==> src/rtl/cms_pkg.sv <==
// Constants, codes and register map of the config message and hint status block.
// Assumes a single user clock; the including module imports the whole package.
package cms_pkg;
  // Function counts and field layout of a requester control word
  localparam int CMS_NUM_PF = 2;
  localparam int CMS_NUM_VF = 6;
  localparam int CMS_ST_W = 3;
  localparam int CMS_REQ_EN_BIT = 8;
  localparam int CMS_ST_LSB = 0;
  // Register port widths and byte offsets
  localparam int CMS_ADDR_W = 8;
  localparam int CMS_REG_W = 16;
  localparam logic [7:0] CMS_FN_CTL_BASE = 8'h00;
  localparam logic [7:0] CMS_FN_CTL_STEP = 8'h04;
  localparam logic [7:0] CMS_STATUS_OFS = 8'h20;
  localparam logic [7:0] CMS_COUNT_OFS = 8'h24;
  // Status register bit positions
  localparam int CMS_STS_TX_BUSY = 0;
  localparam int CMS_STS_RX_BUSY = 1;
  localparam int CMS_STS_PORT_EN = 2;
  localparam int CMS_CNT_W = 8;
  // Received message path
  localparam int CMS_RX_TYPE_W = 5;
  localparam int CMS_RX_LEN_W = 4;
  localparam int CMS_RX_BYTES = 8;
  localparam int CMS_BYTE_W = 8;
  localparam int CMS_BUF_DEPTH = 2;
  // Transmit message codes and per-type data masks
  localparam int CMS_TX_TYPE_W = 3;
  localparam int CMS_TX_DATA_W = 32;
  localparam logic [2:0] CMS_TX_LTR = 3'h0;
  localparam logic [2:0] CMS_TX_OBFF = 3'h1;
  localparam logic [2:0] CMS_TX_SSPL = 3'h2;
  localparam logic [2:0] CMS_TX_PME = 3'h3;
  localparam logic [31:0] CMS_MASK_LTR = 32'h9fff_9fff;
  localparam logic [31:0] CMS_MASK_OBFF = 32'h0000_000f;
  localparam logic [31:0] CMS_MASK_SSPL = 32'h0000_03ff;
  localparam logic [31:0] CMS_MASK_PME = 32'h0000_03f3;
  // State machines
  typedef enum logic [0:0] {CMS_RX_IDLE = 1'b0, CMS_RX_SEND = 1'b1} cms_rx_state_type;
  typedef enum logic [1:0] {
    CMS_TX_IDLE = 2'b00,
    CMS_TX_SEND = 2'b01,
    CMS_TX_DONE = 2'b10
  } cms_tx_state_type;
endpackage

==> src/rtl/cms_cfg_msg_status.sv <==
// Config message ports and hint requester status mirrors of the link core.
// Assumes one user clock, synchronous active-high reset, link-side message
// decoder and transmitter on the same clock, and a simple register port.
// Summary of operation
// RULE1: Two outputs mirror the hint requester enable bit 8 of functions 0 and 1.
// RULE2: A 6-bit output carries the steering tag select of PF0 in 2:0 and PF1 in 5:3.
// RULE3: A 6-bit output mirrors the hint requester enable bit 8 of each virtual function.
// RULE4: An 18-bit output carries a 3-bit steering tag select per virtual function.
// RULE5: A received message raises the received flag for one or more cycles, set by length.
// RULE6: Parameter bytes appear on the 8-bit data bus one per cycle only while received.
// RULE7: The received flag drops for at least one cycle between two messages.
// RULE8: Messages are reported only if the build-time port enable is set.
// RULE9: While received is high a 5-bit code names the message type.
// RULE10: The user holds request, type and data stable until the done pulse.
// RULE11: Transmit types are 0 LTR, 1 OBFF, 2 slot power limit, 3 PM_PME; 4 to 7 reserved.
// RULE12: LTR data holds snoop req/scale/value in 31, 28:26, 25:16 and no-snoop in 15, 12:10, 9:0.
// RULE13: OBFF data holds the OBFF code in bits 3:0.
// RULE14: Slot power limit data holds scale over value in bits 9:0.
// RULE15: PM_PME data flags PF1..PF0 in 1:0 and VF5..VF0 in 9:4, any number at once.
// RULE16: Each transmit request ends with a done pulse exactly one cycle long.
module cms_cfg_msg_status
  import cms_pkg::*;
#(
  parameter bit RX_PORT_EN = 1'b1,
  parameter int NUM_PF = CMS_NUM_PF,
  parameter int NUM_VF = CMS_NUM_VF,
  parameter int BUF_DEPTH = CMS_BUF_DEPTH
) (
  input wire logic i_clk, // User clock
  input wire logic i_reset, // Synchronous reset
  input wire logic [CMS_ADDR_W-1:0] i_reg_addr, // Register byte address
  input wire logic [CMS_REG_W-1:0] i_reg_wdata, // Register write data
  input wire logic i_reg_wr, // Write strobe
  input wire logic i_reg_rd, // Read strobe
  output logic [CMS_REG_W-1:0] o_reg_rdata, // Read data, cycle after strobe
  output logic [NUM_PF-1:0] o_pf_hint_requester_on, // PF requester enables
  output logic [NUM_PF*CMS_ST_W-1:0] o_pf_steering_tag_select, // PF tag modes
  output logic [NUM_VF-1:0] o_vfn_hint_requester_on, // VF requester enables
  output logic [NUM_VF*CMS_ST_W-1:0] o_vfn_steering_tag_select, // VF tag modes
  input wire logic i_link_rx_valid, // Decoded message offered
  output logic o_link_rx_ready, // Buffer can take a message
  input wire logic [CMS_RX_TYPE_W-1:0] i_link_rx_type, // Decoded type
  input wire logic [CMS_RX_LEN_W-1:0] i_link_rx_len, // Parameter byte count
  input wire logic [CMS_RX_BYTES*CMS_BYTE_W-1:0] i_link_rx_params, // Byte 0 low
  output logic o_msg_received, // Message being reported
  output logic [CMS_BYTE_W-1:0] o_msg_received_data, // Parameter byte
  output logic [CMS_RX_TYPE_W-1:0] o_msg_received_type, // Message type
  input wire logic i_msg_transmit, // User transmit request
  input wire logic [CMS_TX_TYPE_W-1:0] i_msg_transmit_type, // Requested type
  input wire logic [CMS_TX_DATA_W-1:0] i_msg_transmit_data, // Requested data
  output logic o_msg_transmit_done, // One-cycle completion
  output logic o_link_tx_valid, // Message offered to link
  input wire logic i_link_tx_ready, // Link took the message
  output logic [CMS_TX_TYPE_W-1:0] o_link_tx_type, // Type to link
  output logic [CMS_TX_DATA_W-1:0] o_link_tx_data // Masked data to link
);
  localparam int NUM_FN = NUM_PF + NUM_VF;
  localparam int ENTRY_W = CMS_RX_TYPE_W + CMS_RX_LEN_W + CMS_RX_BYTES * CMS_BYTE_W;
  localparam int PTR_W = (BUF_DEPTH > 1) ? $clog2(BUF_DEPTH) : 1;
  localparam int CNT_W = $clog2(BUF_DEPTH + 1);
  localparam int PAR_W = CMS_RX_BYTES * CMS_BYTE_W;

  logic [NUM_FN-1:0] fn_en_ff;
  logic [NUM_FN*CMS_ST_W-1:0] fn_st_ff;
  logic [CMS_REG_W-1:0] rdata_ff;
  logic [CMS_REG_W-1:0] nxt_rdata;
  logic [ENTRY_W-1:0] buf_mem_ff [BUF_DEPTH];
  logic [PTR_W-1:0] wr_ptr_ff;
  logic [PTR_W-1:0] rd_ptr_ff;
  logic [CNT_W-1:0] buf_cnt_ff;
  logic [CNT_W-1:0] nxt_buf_cnt;
  logic rx_ready_ff;
  logic buf_push;
  logic buf_pop;
  logic [ENTRY_W-1:0] head;
  logic [CMS_RX_LEN_W-1:0] head_len;
  cms_rx_state_type rx_state_ff;
  logic [CMS_RX_LEN_W-1:0] rx_remain_ff;
  logic [PAR_W-1:0] rx_par_ff;
  logic rx_recv_ff;
  logic [CMS_BYTE_W-1:0] rx_data_ff;
  logic [CMS_RX_TYPE_W-1:0] rx_type_ff;
  logic [CMS_CNT_W-1:0] rx_count_ff;
  logic [CMS_CNT_W-1:0] tx_count_ff;
  cms_tx_state_type tx_state_ff;
  logic tx_valid_ff;
  logic [CMS_TX_TYPE_W-1:0] tx_type_ff;
  logic [CMS_TX_DATA_W-1:0] tx_data_ff;
  logic tx_done_ff;
  logic tx_reserved;
  logic [CMS_TX_DATA_W-1:0] tx_mask;

  // Mirror outputs are slices of the per-function control flops
  assign o_pf_hint_requester_on = fn_en_ff[NUM_PF-1:0]; // [RULE1]
  assign o_pf_steering_tag_select = fn_st_ff[NUM_PF*CMS_ST_W-1:0]; // [RULE2]
  assign o_vfn_hint_requester_on = fn_en_ff[NUM_FN-1:NUM_PF]; // [RULE3]
  assign o_vfn_steering_tag_select = fn_st_ff[NUM_FN*CMS_ST_W-1:NUM_PF*CMS_ST_W]; // [RULE4]
  assign o_reg_rdata = rdata_ff;
  assign o_link_rx_ready = rx_ready_ff;
  assign o_msg_received = rx_recv_ff;
  assign o_msg_received_data = rx_data_ff;
  assign o_msg_received_type = rx_type_ff;
  assign o_msg_transmit_done = tx_done_ff;
  assign o_link_tx_valid = tx_valid_ff;
  assign o_link_tx_type = tx_type_ff;
  assign o_link_tx_data = tx_data_ff;

  // One control word per function: PFs first, then VFs, in ascending order
  for (genvar f = 0; f < NUM_FN; f++) begin : g_fn
    localparam logic [7:0] FN_OFS = 8'(CMS_FN_CTL_BASE + f * CMS_FN_CTL_STEP);
    always_ff @(posedge i_clk) begin
      if (i_reset) begin
        fn_en_ff[f] <= 1'b0;
        fn_st_ff[f*CMS_ST_W +: CMS_ST_W] <= '0;
      end else if (i_reg_wr && i_reg_addr == FN_OFS) begin
        fn_en_ff[f] <= i_reg_wdata[CMS_REQ_EN_BIT]; // [RULE1] [RULE3]
        fn_st_ff[f*CMS_ST_W +: CMS_ST_W] <= i_reg_wdata[CMS_ST_LSB +: CMS_ST_W]; // [RULE2] [RULE4]
      end
    end
  end

  // Read decode; unmapped addresses and reserved bits read as zero
  always_comb begin
    nxt_rdata = '0;
    if (i_reg_addr == CMS_STATUS_OFS) begin
      nxt_rdata[CMS_STS_TX_BUSY] = (tx_state_ff != CMS_TX_IDLE);
      nxt_rdata[CMS_STS_RX_BUSY] = rx_recv_ff;
      nxt_rdata[CMS_STS_PORT_EN] = RX_PORT_EN;
    end else if (i_reg_addr == CMS_COUNT_OFS) begin
      nxt_rdata = {tx_count_ff, rx_count_ff};
    end else begin
      for (int f = 0; f < NUM_FN; f++) begin
        if (i_reg_addr == 8'(CMS_FN_CTL_BASE + f * CMS_FN_CTL_STEP)) begin
          nxt_rdata[CMS_REQ_EN_BIT] = fn_en_ff[f];
          nxt_rdata[CMS_ST_LSB +: CMS_ST_W] = fn_st_ff[f*CMS_ST_W +: CMS_ST_W];
        end
      end
    end
  end

  // Read data stands only in the cycle after the strobe
  always_ff @(posedge i_clk) begin
    if (i_reset) begin
      rdata_ff <= '0;
    end else begin
      rdata_ff <= i_reg_rd ? nxt_rdata : '0;
    end
  end

  // Two-entry buffer so a busy serializer never drops a decoded message
  assign buf_push = i_link_rx_valid && rx_ready_ff;
  assign buf_pop = (rx_state_ff == CMS_RX_IDLE) && (buf_cnt_ff != '0);
  assign head = buf_mem_ff[rd_ptr_ff];
  assign head_len = head[PAR_W +: CMS_RX_LEN_W];

  always_comb begin
    nxt_buf_cnt = buf_cnt_ff;
    if (buf_push && !buf_pop) begin
      nxt_buf_cnt = buf_cnt_ff + CNT_W'(1);
    end else if (buf_pop && !buf_push) begin
      nxt_buf_cnt = buf_cnt_ff - CNT_W'(1);
    end
  end

  // Ready is registered from the next fill level, so it is honest next cycle
  always_ff @(posedge i_clk) begin
    if (i_reset) begin
      buf_cnt_ff <= '0;
      rx_ready_ff <= 1'b0;
    end else begin
      buf_cnt_ff <= nxt_buf_cnt;
      rx_ready_ff <= (nxt_buf_cnt < CNT_W'(BUF_DEPTH));
    end
  end

  // Buffer pointers and storage
  always_ff @(posedge i_clk) begin
    if (i_reset) begin
      wr_ptr_ff <= '0;
      rd_ptr_ff <= '0;
    end else begin
      if (buf_push) begin
        wr_ptr_ff <= (wr_ptr_ff == PTR_W'(BUF_DEPTH - 1)) ? '0 : wr_ptr_ff + PTR_W'(1);
      end
      if (buf_pop) begin
        rd_ptr_ff <= (rd_ptr_ff == PTR_W'(BUF_DEPTH - 1)) ? '0 : rd_ptr_ff + PTR_W'(1);
      end
    end
  end

  always_ff @(posedge i_clk) begin
    if (buf_push) begin
      buf_mem_ff[wr_ptr_ff] <= {i_link_rx_type, i_link_rx_len, i_link_rx_params};
    end
  end

  // Serializer: one parameter byte per cycle; a zero-length message still
  // takes one cycle. Going straight back to idle gives the one-cycle gap.
  always_ff @(posedge i_clk) begin
    if (i_reset) begin
      rx_state_ff <= CMS_RX_IDLE;
      rx_remain_ff <= '0;
      rx_par_ff <= '0;
      rx_recv_ff <= 1'b0;
      rx_data_ff <= '0;
      rx_type_ff <= '0;
    end else begin
      case (rx_state_ff)
        CMS_RX_IDLE: begin
          if (buf_pop && RX_PORT_EN) begin // [RULE8]
            rx_state_ff <= CMS_RX_SEND;
            rx_recv_ff <= 1'b1; // [RULE5]
            rx_type_ff <= head[PAR_W+CMS_RX_LEN_W +: CMS_RX_TYPE_W]; // [RULE9]
            rx_data_ff <= head[CMS_BYTE_W-1:0]; // [RULE6]
            rx_par_ff <= head[PAR_W-1:0] >> CMS_BYTE_W;
            if (head_len == '0) begin
              rx_remain_ff <= CMS_RX_LEN_W'(1);
            end else if (head_len > CMS_RX_LEN_W'(CMS_RX_BYTES)) begin
              rx_remain_ff <= CMS_RX_LEN_W'(CMS_RX_BYTES);
            end else begin
              rx_remain_ff <= head_len;
            end
          end
        end
        CMS_RX_SEND: begin
          if (rx_remain_ff == CMS_RX_LEN_W'(1)) begin
            rx_state_ff <= CMS_RX_IDLE;
            rx_recv_ff <= 1'b0; // [RULE7]
            rx_data_ff <= '0; // [RULE6]
            rx_type_ff <= '0; // [RULE9]
          end else begin
            rx_remain_ff <= rx_remain_ff - CMS_RX_LEN_W'(1); // [RULE5]
            rx_data_ff <= rx_par_ff[CMS_BYTE_W-1:0]; // [RULE6]
            rx_par_ff <= rx_par_ff >> CMS_BYTE_W;
          end
        end
        default: rx_state_ff <= CMS_RX_IDLE;
      endcase
    end
  end

  // Message counters, visible to software, wrap silently
  always_ff @(posedge i_clk) begin
    if (i_reset) begin
      rx_count_ff <= '0;
      tx_count_ff <= '0;
    end else begin
      if (buf_pop && RX_PORT_EN) begin
        rx_count_ff <= rx_count_ff + CMS_CNT_W'(1);
      end
      if (tx_valid_ff && i_link_tx_ready) begin
        tx_count_ff <= tx_count_ff + CMS_CNT_W'(1);
      end
    end
  end

  // Keep only the fields each message type defines; reserved codes are not sent
  always_comb begin
    tx_reserved = 1'b0;
    case (i_msg_transmit_type) // [RULE11]
      CMS_TX_LTR: tx_mask = CMS_MASK_LTR; // [RULE12]
      CMS_TX_OBFF: tx_mask = CMS_MASK_OBFF; // [RULE13]
      CMS_TX_SSPL: tx_mask = CMS_MASK_SSPL; // [RULE14]
      CMS_TX_PME: tx_mask = CMS_MASK_PME; // [RULE15]
      default: begin
        tx_mask = '0;
        tx_reserved = 1'b1;
      end
    endcase
  end

  // Transmit handshake: the DONE state waits out the cycle in which the user
  // still holds the old request, so it is never taken twice
  always_ff @(posedge i_clk) begin
    if (i_reset) begin
      tx_state_ff <= CMS_TX_IDLE;
      tx_valid_ff <= 1'b0;
      tx_type_ff <= '0;
      tx_data_ff <= '0;
      tx_done_ff <= 1'b0;
    end else begin
      case (tx_state_ff)
        CMS_TX_IDLE: begin
          tx_done_ff <= 1'b0;
          if (i_msg_transmit && tx_reserved) begin
            tx_state_ff <= CMS_TX_DONE; // [RULE11]
            tx_done_ff <= 1'b1;
          end else if (i_msg_transmit) begin // [RULE10]
            tx_state_ff <= CMS_TX_SEND;
            tx_valid_ff <= 1'b1;
            tx_type_ff <= i_msg_transmit_type;
            tx_data_ff <= i_msg_transmit_data & tx_mask;
          end
        end
        CMS_TX_SEND: begin
          if (i_link_tx_ready) begin
            tx_state_ff <= CMS_TX_DONE;
            tx_valid_ff <= 1'b0;
            tx_done_ff <= 1'b1; // [RULE16]
          end
        end
        CMS_TX_DONE: begin
          tx_state_ff <= CMS_TX_IDLE;
          tx_done_ff <= 1'b0; // [RULE16]
        end
        default: begin
          tx_state_ff <= CMS_TX_IDLE;
          tx_valid_ff <= 1'b0;
          tx_done_ff <= 1'b0;
        end
      endcase
    end
  end

  // Checks on the mirrors, the receive stream and the transmit handshake
  pf_en_mirror_a: assert property (@(posedge i_clk) disable iff (i_reset) // [RULE1]
    i_reg_wr && i_reg_addr == CMS_FN_CTL_BASE |=>
    o_pf_hint_requester_on[0] == $past(i_reg_wdata[CMS_REQ_EN_BIT]))
    else $error("PF0 requester enable not mirrored");
  pf_st_mirror_a: assert property (@(posedge i_clk) disable iff (i_reset) // [RULE2]
    i_reg_wr && i_reg_addr == 8'(CMS_FN_CTL_BASE + CMS_FN_CTL_STEP) |=>
    o_pf_steering_tag_select[5:3] == $past(i_reg_wdata[2:0]))
    else $error("PF1 tag select not in bits 5:3");
  vf_en_mirror_a: assert property (@(posedge i_clk) disable iff (i_reset) // [RULE3]
    i_reg_wr && i_reg_addr == 8'(CMS_FN_CTL_BASE + 4 * CMS_FN_CTL_STEP) |=>
    o_vfn_hint_requester_on[2] == $past(i_reg_wdata[CMS_REQ_EN_BIT]))
    else $error("VF2 requester enable not mirrored");
  vf_st_mirror_a: assert property (@(posedge i_clk) disable iff (i_reset) // [RULE4]
    i_reg_wr && i_reg_addr == 8'(CMS_FN_CTL_BASE + 7 * CMS_FN_CTL_STEP) |=>
    o_vfn_steering_tag_select[17:15] == $past(i_reg_wdata[2:0]))
    else $error("VF5 tag select not in bits 17:15");
  rx_length_a: assert property (@(posedge i_clk) disable iff (i_reset) // [RULE5]
    rx_recv_ff && rx_remain_ff > CMS_RX_LEN_W'(1) |=> rx_recv_ff && $stable(rx_type_ff))
    else $error("Received flag dropped before all bytes");
  rx_data_idle_a: assert property (@(posedge i_clk) disable iff (i_reset) // [RULE6]
    !o_msg_received |-> o_msg_received_data == '0 && o_msg_received_type == '0)
    else $error("Parameter or type bus active while not received");
  rx_gap_a: assert property (@(posedge i_clk) disable iff (i_reset) // [RULE7]
    rx_recv_ff && rx_remain_ff == CMS_RX_LEN_W'(1) |=> !o_msg_received)
    else $error("No gap between received messages");
  rx_port_off_a: assert property (@(posedge i_clk) disable iff (i_reset) // [RULE8]
    !RX_PORT_EN |-> !o_msg_received)
    else $error("Message reported with port disabled");
  tx_done_pulse_a: assert property (@(posedge i_clk) disable iff (i_reset) // [RULE16]
    o_link_tx_valid && i_link_tx_ready |=> o_msg_transmit_done ##1 !o_msg_transmit_done)
    else $error("Done not a single pulse after send");
  tx_reserved_a: assert property (@(posedge i_clk) disable iff (i_reset) // [RULE11]
    tx_state_ff == CMS_TX_IDLE && i_msg_transmit && i_msg_transmit_type[2] |=>
    o_msg_transmit_done && !o_link_tx_valid)
    else $error("Reserved type not answered at once");
  tx_obff_mask_a: assert property (@(posedge i_clk) disable iff (i_reset) // [RULE13]
    o_link_tx_valid && o_link_tx_type == CMS_TX_OBFF |-> o_link_tx_data[31:4] == '0)
    else $error("OBFF data above bit 3 not cleared");
endmodule

==> config.mk <==
export PLATFORM = sky130hd
export DESIGN_NAME = cms_cfg_msg_status
export DESIGN_NICKNAME = d
export VERILOG_FILES = /design/src/rtl/cms_pkg.sv /design/src/rtl/cms_cfg_msg_status.sv
export SDC_FILE = /design/constraint.sdc
export NUM_CORES = 1
export LEC_CHECK = 0
export CORE_MARGIN = 5
export CORE_UTILIZATION = 57
export CTS_CLUSTER_SIZE = 12
export DETAILED_ROUTE_END_ITERATION = 10
export DONT_BUFFER_PORTS = 1
export PLACE_DENSITY = 0.75
export SYNTH_ARGS = -nofsm -noshare
export SYNTH_HDL_FRONTEND = slang
export SYNTH_SLANG_ARGS = --single-unit
export TNS_END_PERCENT = 20
==> constraint.sdc <==
create_clock -name i_clk -period 4.2 [get_ports i_clk]
set_input_delay 0.42 -clock i_clk [delete_from_list [all_inputs] [get_ports i_clk]]
set_output_delay 0.42 -clock i_clk [all_outputs]
set_load 0.02 [all_outputs]
==> results.md <==
Setup path:
- STA classifies the critical path startpoint as a flop.
- The endpoint identified for the worst register-to-register timing path is rx_par_ff[35]$_SDFFE_PP0P_.
- The startpoint identified for the worst register-to-register timing path is buf_cnt_ff[0]$_SDFFE_PP0P_.
- The highest fanout seen on the critical path is just under 60.
- The number of cells on the worst reg-to-reg path is 7.
- The arrival time at the worst endpoint is 3.00 ns.
- The required time at the worst-slack endpoint is 4.63 ns.
- Setup slack on the worst reg-to-reg path comes out at 1.64 ns.
- The path type of the worst setup path is flop to flop.
- The kind of end point of the critical path is a flop.

Logic synthesis:
- The multiplexer share of the synthesized area is under 10%.
- Of the total synthesized cell area, the portion taken by full adders, half adders and majority gates is less than 1%.
- The number of synthesized flops with an enable pin is about 150.
- The synthesized netlist devotes under 10% of its cell area to XOR and XNOR gates.
- The netlist area before placement is between 10000 and 15000 um2.
- Summed over its instances, the top area cell type makes up around 34% of the synthesized netlist area.
- By instance count, the leading cell after synthesis is sky130_fd_sc_hd__nand2_1.
- After synthesis, the most frequently instantiated cells are 192 x sky130_fd_sc_hd__nand2_1, 180 x sky130_fd_sc_hd__dfxtp_1, 146 x sky130_fd_sc_hd__edfxtp_1.
- By area the synthesized netlist is led by sky130_fd_sc_hd__edfxtp_1 34%, sky130_fd_sc_hd__dfxtp_1 28%, sky130_fd_sc_hd__nand2_1 5.7%.
- In this run, synthesis produced a sequential element count of ~330.
- The most used flip-flop cell after synthesis is sky130_fd_sc_hd__dfxtp_1.
- The number of distinct library cells after synthesis is 56.
- The largest family of logic cells by synthesized area is simple AND/OR/NAND/NOR gates.
- The leading area contributor after synthesis is sky130_fd_sc_hd__edfxtp_1.
- Summing the areas of all compound-gate instances in the mapped netlist gives between 10% and 20% of the synthesized area.
- The mean cell area of the mapped netlist is ~11 um2.
- The count of synthesis-stage warnings from yosys is 0.
- The share of the yosys chip area belonging to registers is roughly 63%.
- The fraction of the mapped netlist area in simple logic gates is 13.9%.
- After synthesis, the share of flip-flops with an asynchronous set or reset is 0%.
- The number of instances in the synthesized netlist is between 1000 and 1500.

Power:
- The logic gate share of total power is 19.9%.
- In this run the power density over the cells is just under 600 nW/um2.
- The clock network is responsible for about a third of the overall power.
- Net switching is ~30% of the power.
- The design internal power is 0.00615 W.
- IR analysis of the VDD net gives a maximum drop of 0.478 mV.
- The leakage component of the power is slightly above 5 nW.
- Per report_power, the sequential group accounts for between 40% and 50% of the total.
- Summed over all nets, the switching power comes to between 0.002 and 0.003 W.

STA:
- The share of the clock period used by the worst path is 61.0%.
- Setup repair after global routing left no endpoint under its margin.
- The pin slew with the least headroom to its limit is roughly 1.2 ns.
- The number of pins with negative max-slew slack in the final report is 0.
- The clock skew after layout is approximately 0.016 ns.
- The final hold violation count was 0.
- The count of endpoints failing setup in the final report is 0.
- For the finished layout, the period the worst path requires is approximately 2.6 ns.
- Timing would allow up to just under 400 MHz.
- The final worst hold slack is ~0.057 ns.
- Measured against its own limit, the worst slew margin works out to roughly a fifth.
- The total negative slack for setup checks is 0 ns.

Detailed routing:
- The average routed wire per standard cell is about 19 um.
- The detailed-routing wirelength on met1 is around 11000 um.
- The uppermost signal routing layer after detailed routing is met4.
- The count of vias placed by the detailed router is just under 9000.
- The remaining antenna violation count is 0.
- In the routed design, unresolved DRC markers number 0.
- For this block, the routed nets add up to 29000 um of wire.
- The count of TritonRoute iterations in the first routing pass is 5.
- The via density per instance is between 5 and 6.
- The violation count after the first detailed-route iteration is 759.
- The routed length on met3 is 2380 um.
- The routed length on met2 is ~15000 um.

Cells and area:
- Cells with a size suffix above 1 make up under 10% of the layout.
- The signed area change from the synthesized netlist to the final layout is 16.3%.
- Summing all non-filler instances in the final layout gives an area of 14800 um2.
- The net count of the finished layout is between 1000 and 1500.

Global route:
- The via count of the first global-routing pass is about 8600.
- The total global routing track utilization is between 20% and 30%.
- The largest net degree at the start of global routing is 96.
- The wire length of the first global-routing pass is 45500 um.
- The total congestion overflow is 0.
- The initial antenna violation count is 2.

Floorplan:
- The core region is ~22000 um2.
- The starting density of the core is roughly 58%.
- The die is between 150 and 200 um tall.
- In this run the count of I/O pins placed on the die edge is 239.
- Row generation in the floorplan step produced 54 rows.
- The die outline width is approximately 160 um.
- The floorplan step defined a die boundary enclosing ~25000 um2.

Placement:
- The count of port buffers added during placement is 0.
- The final RePlAce weighted congestion is 0.906.
- The cell area reported after detailed placement is 12900 um2.
- The placed wire-length estimate after detailed placement is 17400 um.

Min path:
- The path category of the worst min-delay check is primary input to flop.
- The startpoint of the worst hold path is i_msg_transmit_data[0].
- The path with the worst hold slack has its endpoint at o_link_tx_data[0]$_SDFFE_PP0P_.
- The number of cells traversed by the worst hold path is 2.

Clock network:
- The largest buffer count on any clock path is 3.
- The count of cells resized by post-cts repair is 0.
- The cell at the root of the clock tree is sky130_fd_sc_hd__clkbuf_16.
- The TritonCTS sink count is roughly 330.
- Once the clock tree was built, the setup fixing pass inserted 0 buffers.
- TritonCTS built the clock tree.
- For this design, the CTS-stage hold fixing added 77 buffers.
- Clock-pin slew was measured on the worst setup and hold paths at 0.06 ns.
- The number of H-tree levels is 2.
- Clock latency on the worst-skew pair, taken at its later pin, is between 0.5 and 0.6 ns.
- Clock tree synthesis inserted a total of 35 buffers.

Flow run:
- Across the run, the number of max-cap violations was 0.

Status:
- The flow ran to the end, and the final reports show no timing, DRC or antenna violations.
-- state kept, by name, summed over array words and instances, names as in the netlist, named ones only --
signal and count:
o_msg_received 1, o_msg_received_data 8, rd_ptr_ff 1, o_pf_steering_tag_select 6, rx_state_ff 1, o_link_rx_ready 1, o_msg_received_type 5, o_link_tx_data 28
o_link_tx_type 3, o_reg_rdata 16, buf_mem_ff 146, rx_count_ff 8, tx_count_ff 8, tx_state_ff 2, rx_par_ff 56, wr_ptr_ff 1
o_msg_transmit_done 1, o_pf_hint_requester_on 2, o_vfn_hint_requester_on 6, buf_cnt_ff 2, rx_remain_ff 4, o_vfn_steering_tag_select 18, o_link_tx_valid 1
-- layout by cell type (no fill, tap or decap), types with 5 or more instances in the layout --
cell type and instances:
sky130_fd_sc_hd__a21oi_1 129, sky130_fd_sc_hd__a221oi_1 5, sky130_fd_sc_hd__a22oi_1 13, sky130_fd_sc_hd__a31oi_1 9, sky130_fd_sc_hd__and2_1 13, sky130_fd_sc_hd__buf_4 9
sky130_fd_sc_hd__clkbuf_1 14, sky130_fd_sc_hd__clkbuf_16 36, sky130_fd_sc_hd__clkbuf_8 5, sky130_fd_sc_hd__dfxtp_1 179, sky130_fd_sc_hd__dlygate4sd3_1 74, sky130_fd_sc_hd__edfxtp_1 146
sky130_fd_sc_hd__ha_1 7, sky130_fd_sc_hd__inv_1 13, sky130_fd_sc_hd__mux2_2 22, sky130_fd_sc_hd__mux2i_1 66, sky130_fd_sc_hd__nand2_1 192, sky130_fd_sc_hd__nand2b_1 5
sky130_fd_sc_hd__nand3_1 57, sky130_fd_sc_hd__nor2_1 73, sky130_fd_sc_hd__nor3_1 8, sky130_fd_sc_hd__o211ai_1 50, sky130_fd_sc_hd__o21ai_0 9, sky130_fd_sc_hd__xnor2_1 5
sky130_fd_sc_hd__xor2_1 11
-- worst max-delay path by stage --
stage | endpoint | cells past startpoint | start
final | rx_par_ff[35]$_SDFFE_PP0P_ | 7 | buf_cnt_ff[0]$_SDFFE_PP0P_
after global routing | rx_par_ff[35]$_SDFFE_PP0P_ | 7 | buf_cnt_ff[0]$_SDFFE_PP0P_
after CTS | rx_par_ff[32]$_SDFFE_PP0P_ | 7 | buf_cnt_ff[0]$_SDFFE_PP0P_
after detailed placement | rx_par_ff[49]$_SDFFE_PP0P_ | 7 | buf_cnt_ff[0]$_SDFFE_PP0P_
after global placement | rx_par_ff[50]$_SDFFE_PP0P_ | 7 | buf_cnt_ff[0]$_SDFFE_PP0P_
after floorplan | buf_mem_ff[0][0]$_DFFE_PP_ | 2 | o_link_rx_ready$_SDFF_PP0_
-- routing by layer --
layer,vias to the layer above,global-route usage (%)
met2,327,38.3
met5,-,0
met3,58,6.42
met4,0,6.86
li1,4228,-
met1,4243,25.6
-- power groups by stage --
stage | sequential (W) | combinational, W | clock [W]
after floorplan | 0.00398 | 0.00133 | 0
after global placement | 0.00404 | 0.00159 | 0
after global routing | 0.00402 | 0.00195 | 0.00318
final | 0.00399 | 0.00173 | 0.00298
after detailed placement | 0.00405 | 0.00163 | 0
after CTS | 0.00399 | 0.00174 | 0.00303
-- cell type report --
class                      instances  area, um2
fill                            1576       7080
sequential                       326       7990
antenna                            2       5.00
clock inverter                     7        100
multi-input combinational        735       4390
clock buffer                      55       1020
inverter                          15       56.3
timing repair buffer              87        896
tap                              280        350
-- through the flow --
step           util (%)  cells  power [W]  setup WS (ns)
2_1_floorplan         -   1156    0.00531         0.0377
3_3_place_gp       58.8   1366    0.00563           1.73
3_5_place_dp       58.8   1366    0.00568           1.68
4_1_cts            67.6   1505    0.00876           1.63
5_1_grt            67.7   1507    0.00915           1.38
6_report           67.7   1507    0.00869           1.64
-- kinds of logic (layout without fill, tap and decap cells) --
family,Yosys count,after routing
AO/OA/AOI/OAI,234,234
other,1,6
XOR/XNOR,16,16
multiplexers,89,89
buffers and inverters,95,164
adder cells (fa/ha/maj),7,7
AND/OR/NAND/NOR,385,385
flip-flops,326,326
-- critical path, stage by stage, from the launching register on --
cell and delay, ns:
sky130_fd_sc_hd__dfxtp_1 0.33, sky130_fd_sc_hd__inv_1 0.07, sky130_fd_sc_hd__ha_1 0.53, sky130_fd_sc_hd__clkinv_1 0.44, sky130_fd_sc_hd__o21ai_4 0.22, sky130_fd_sc_hd__buf_4 0.53, sky130_fd_sc_hd__nand2_1 0.16, sky130_fd_sc_hd__a21oi_1 0.18
Power figures use the tool's default switching activity.
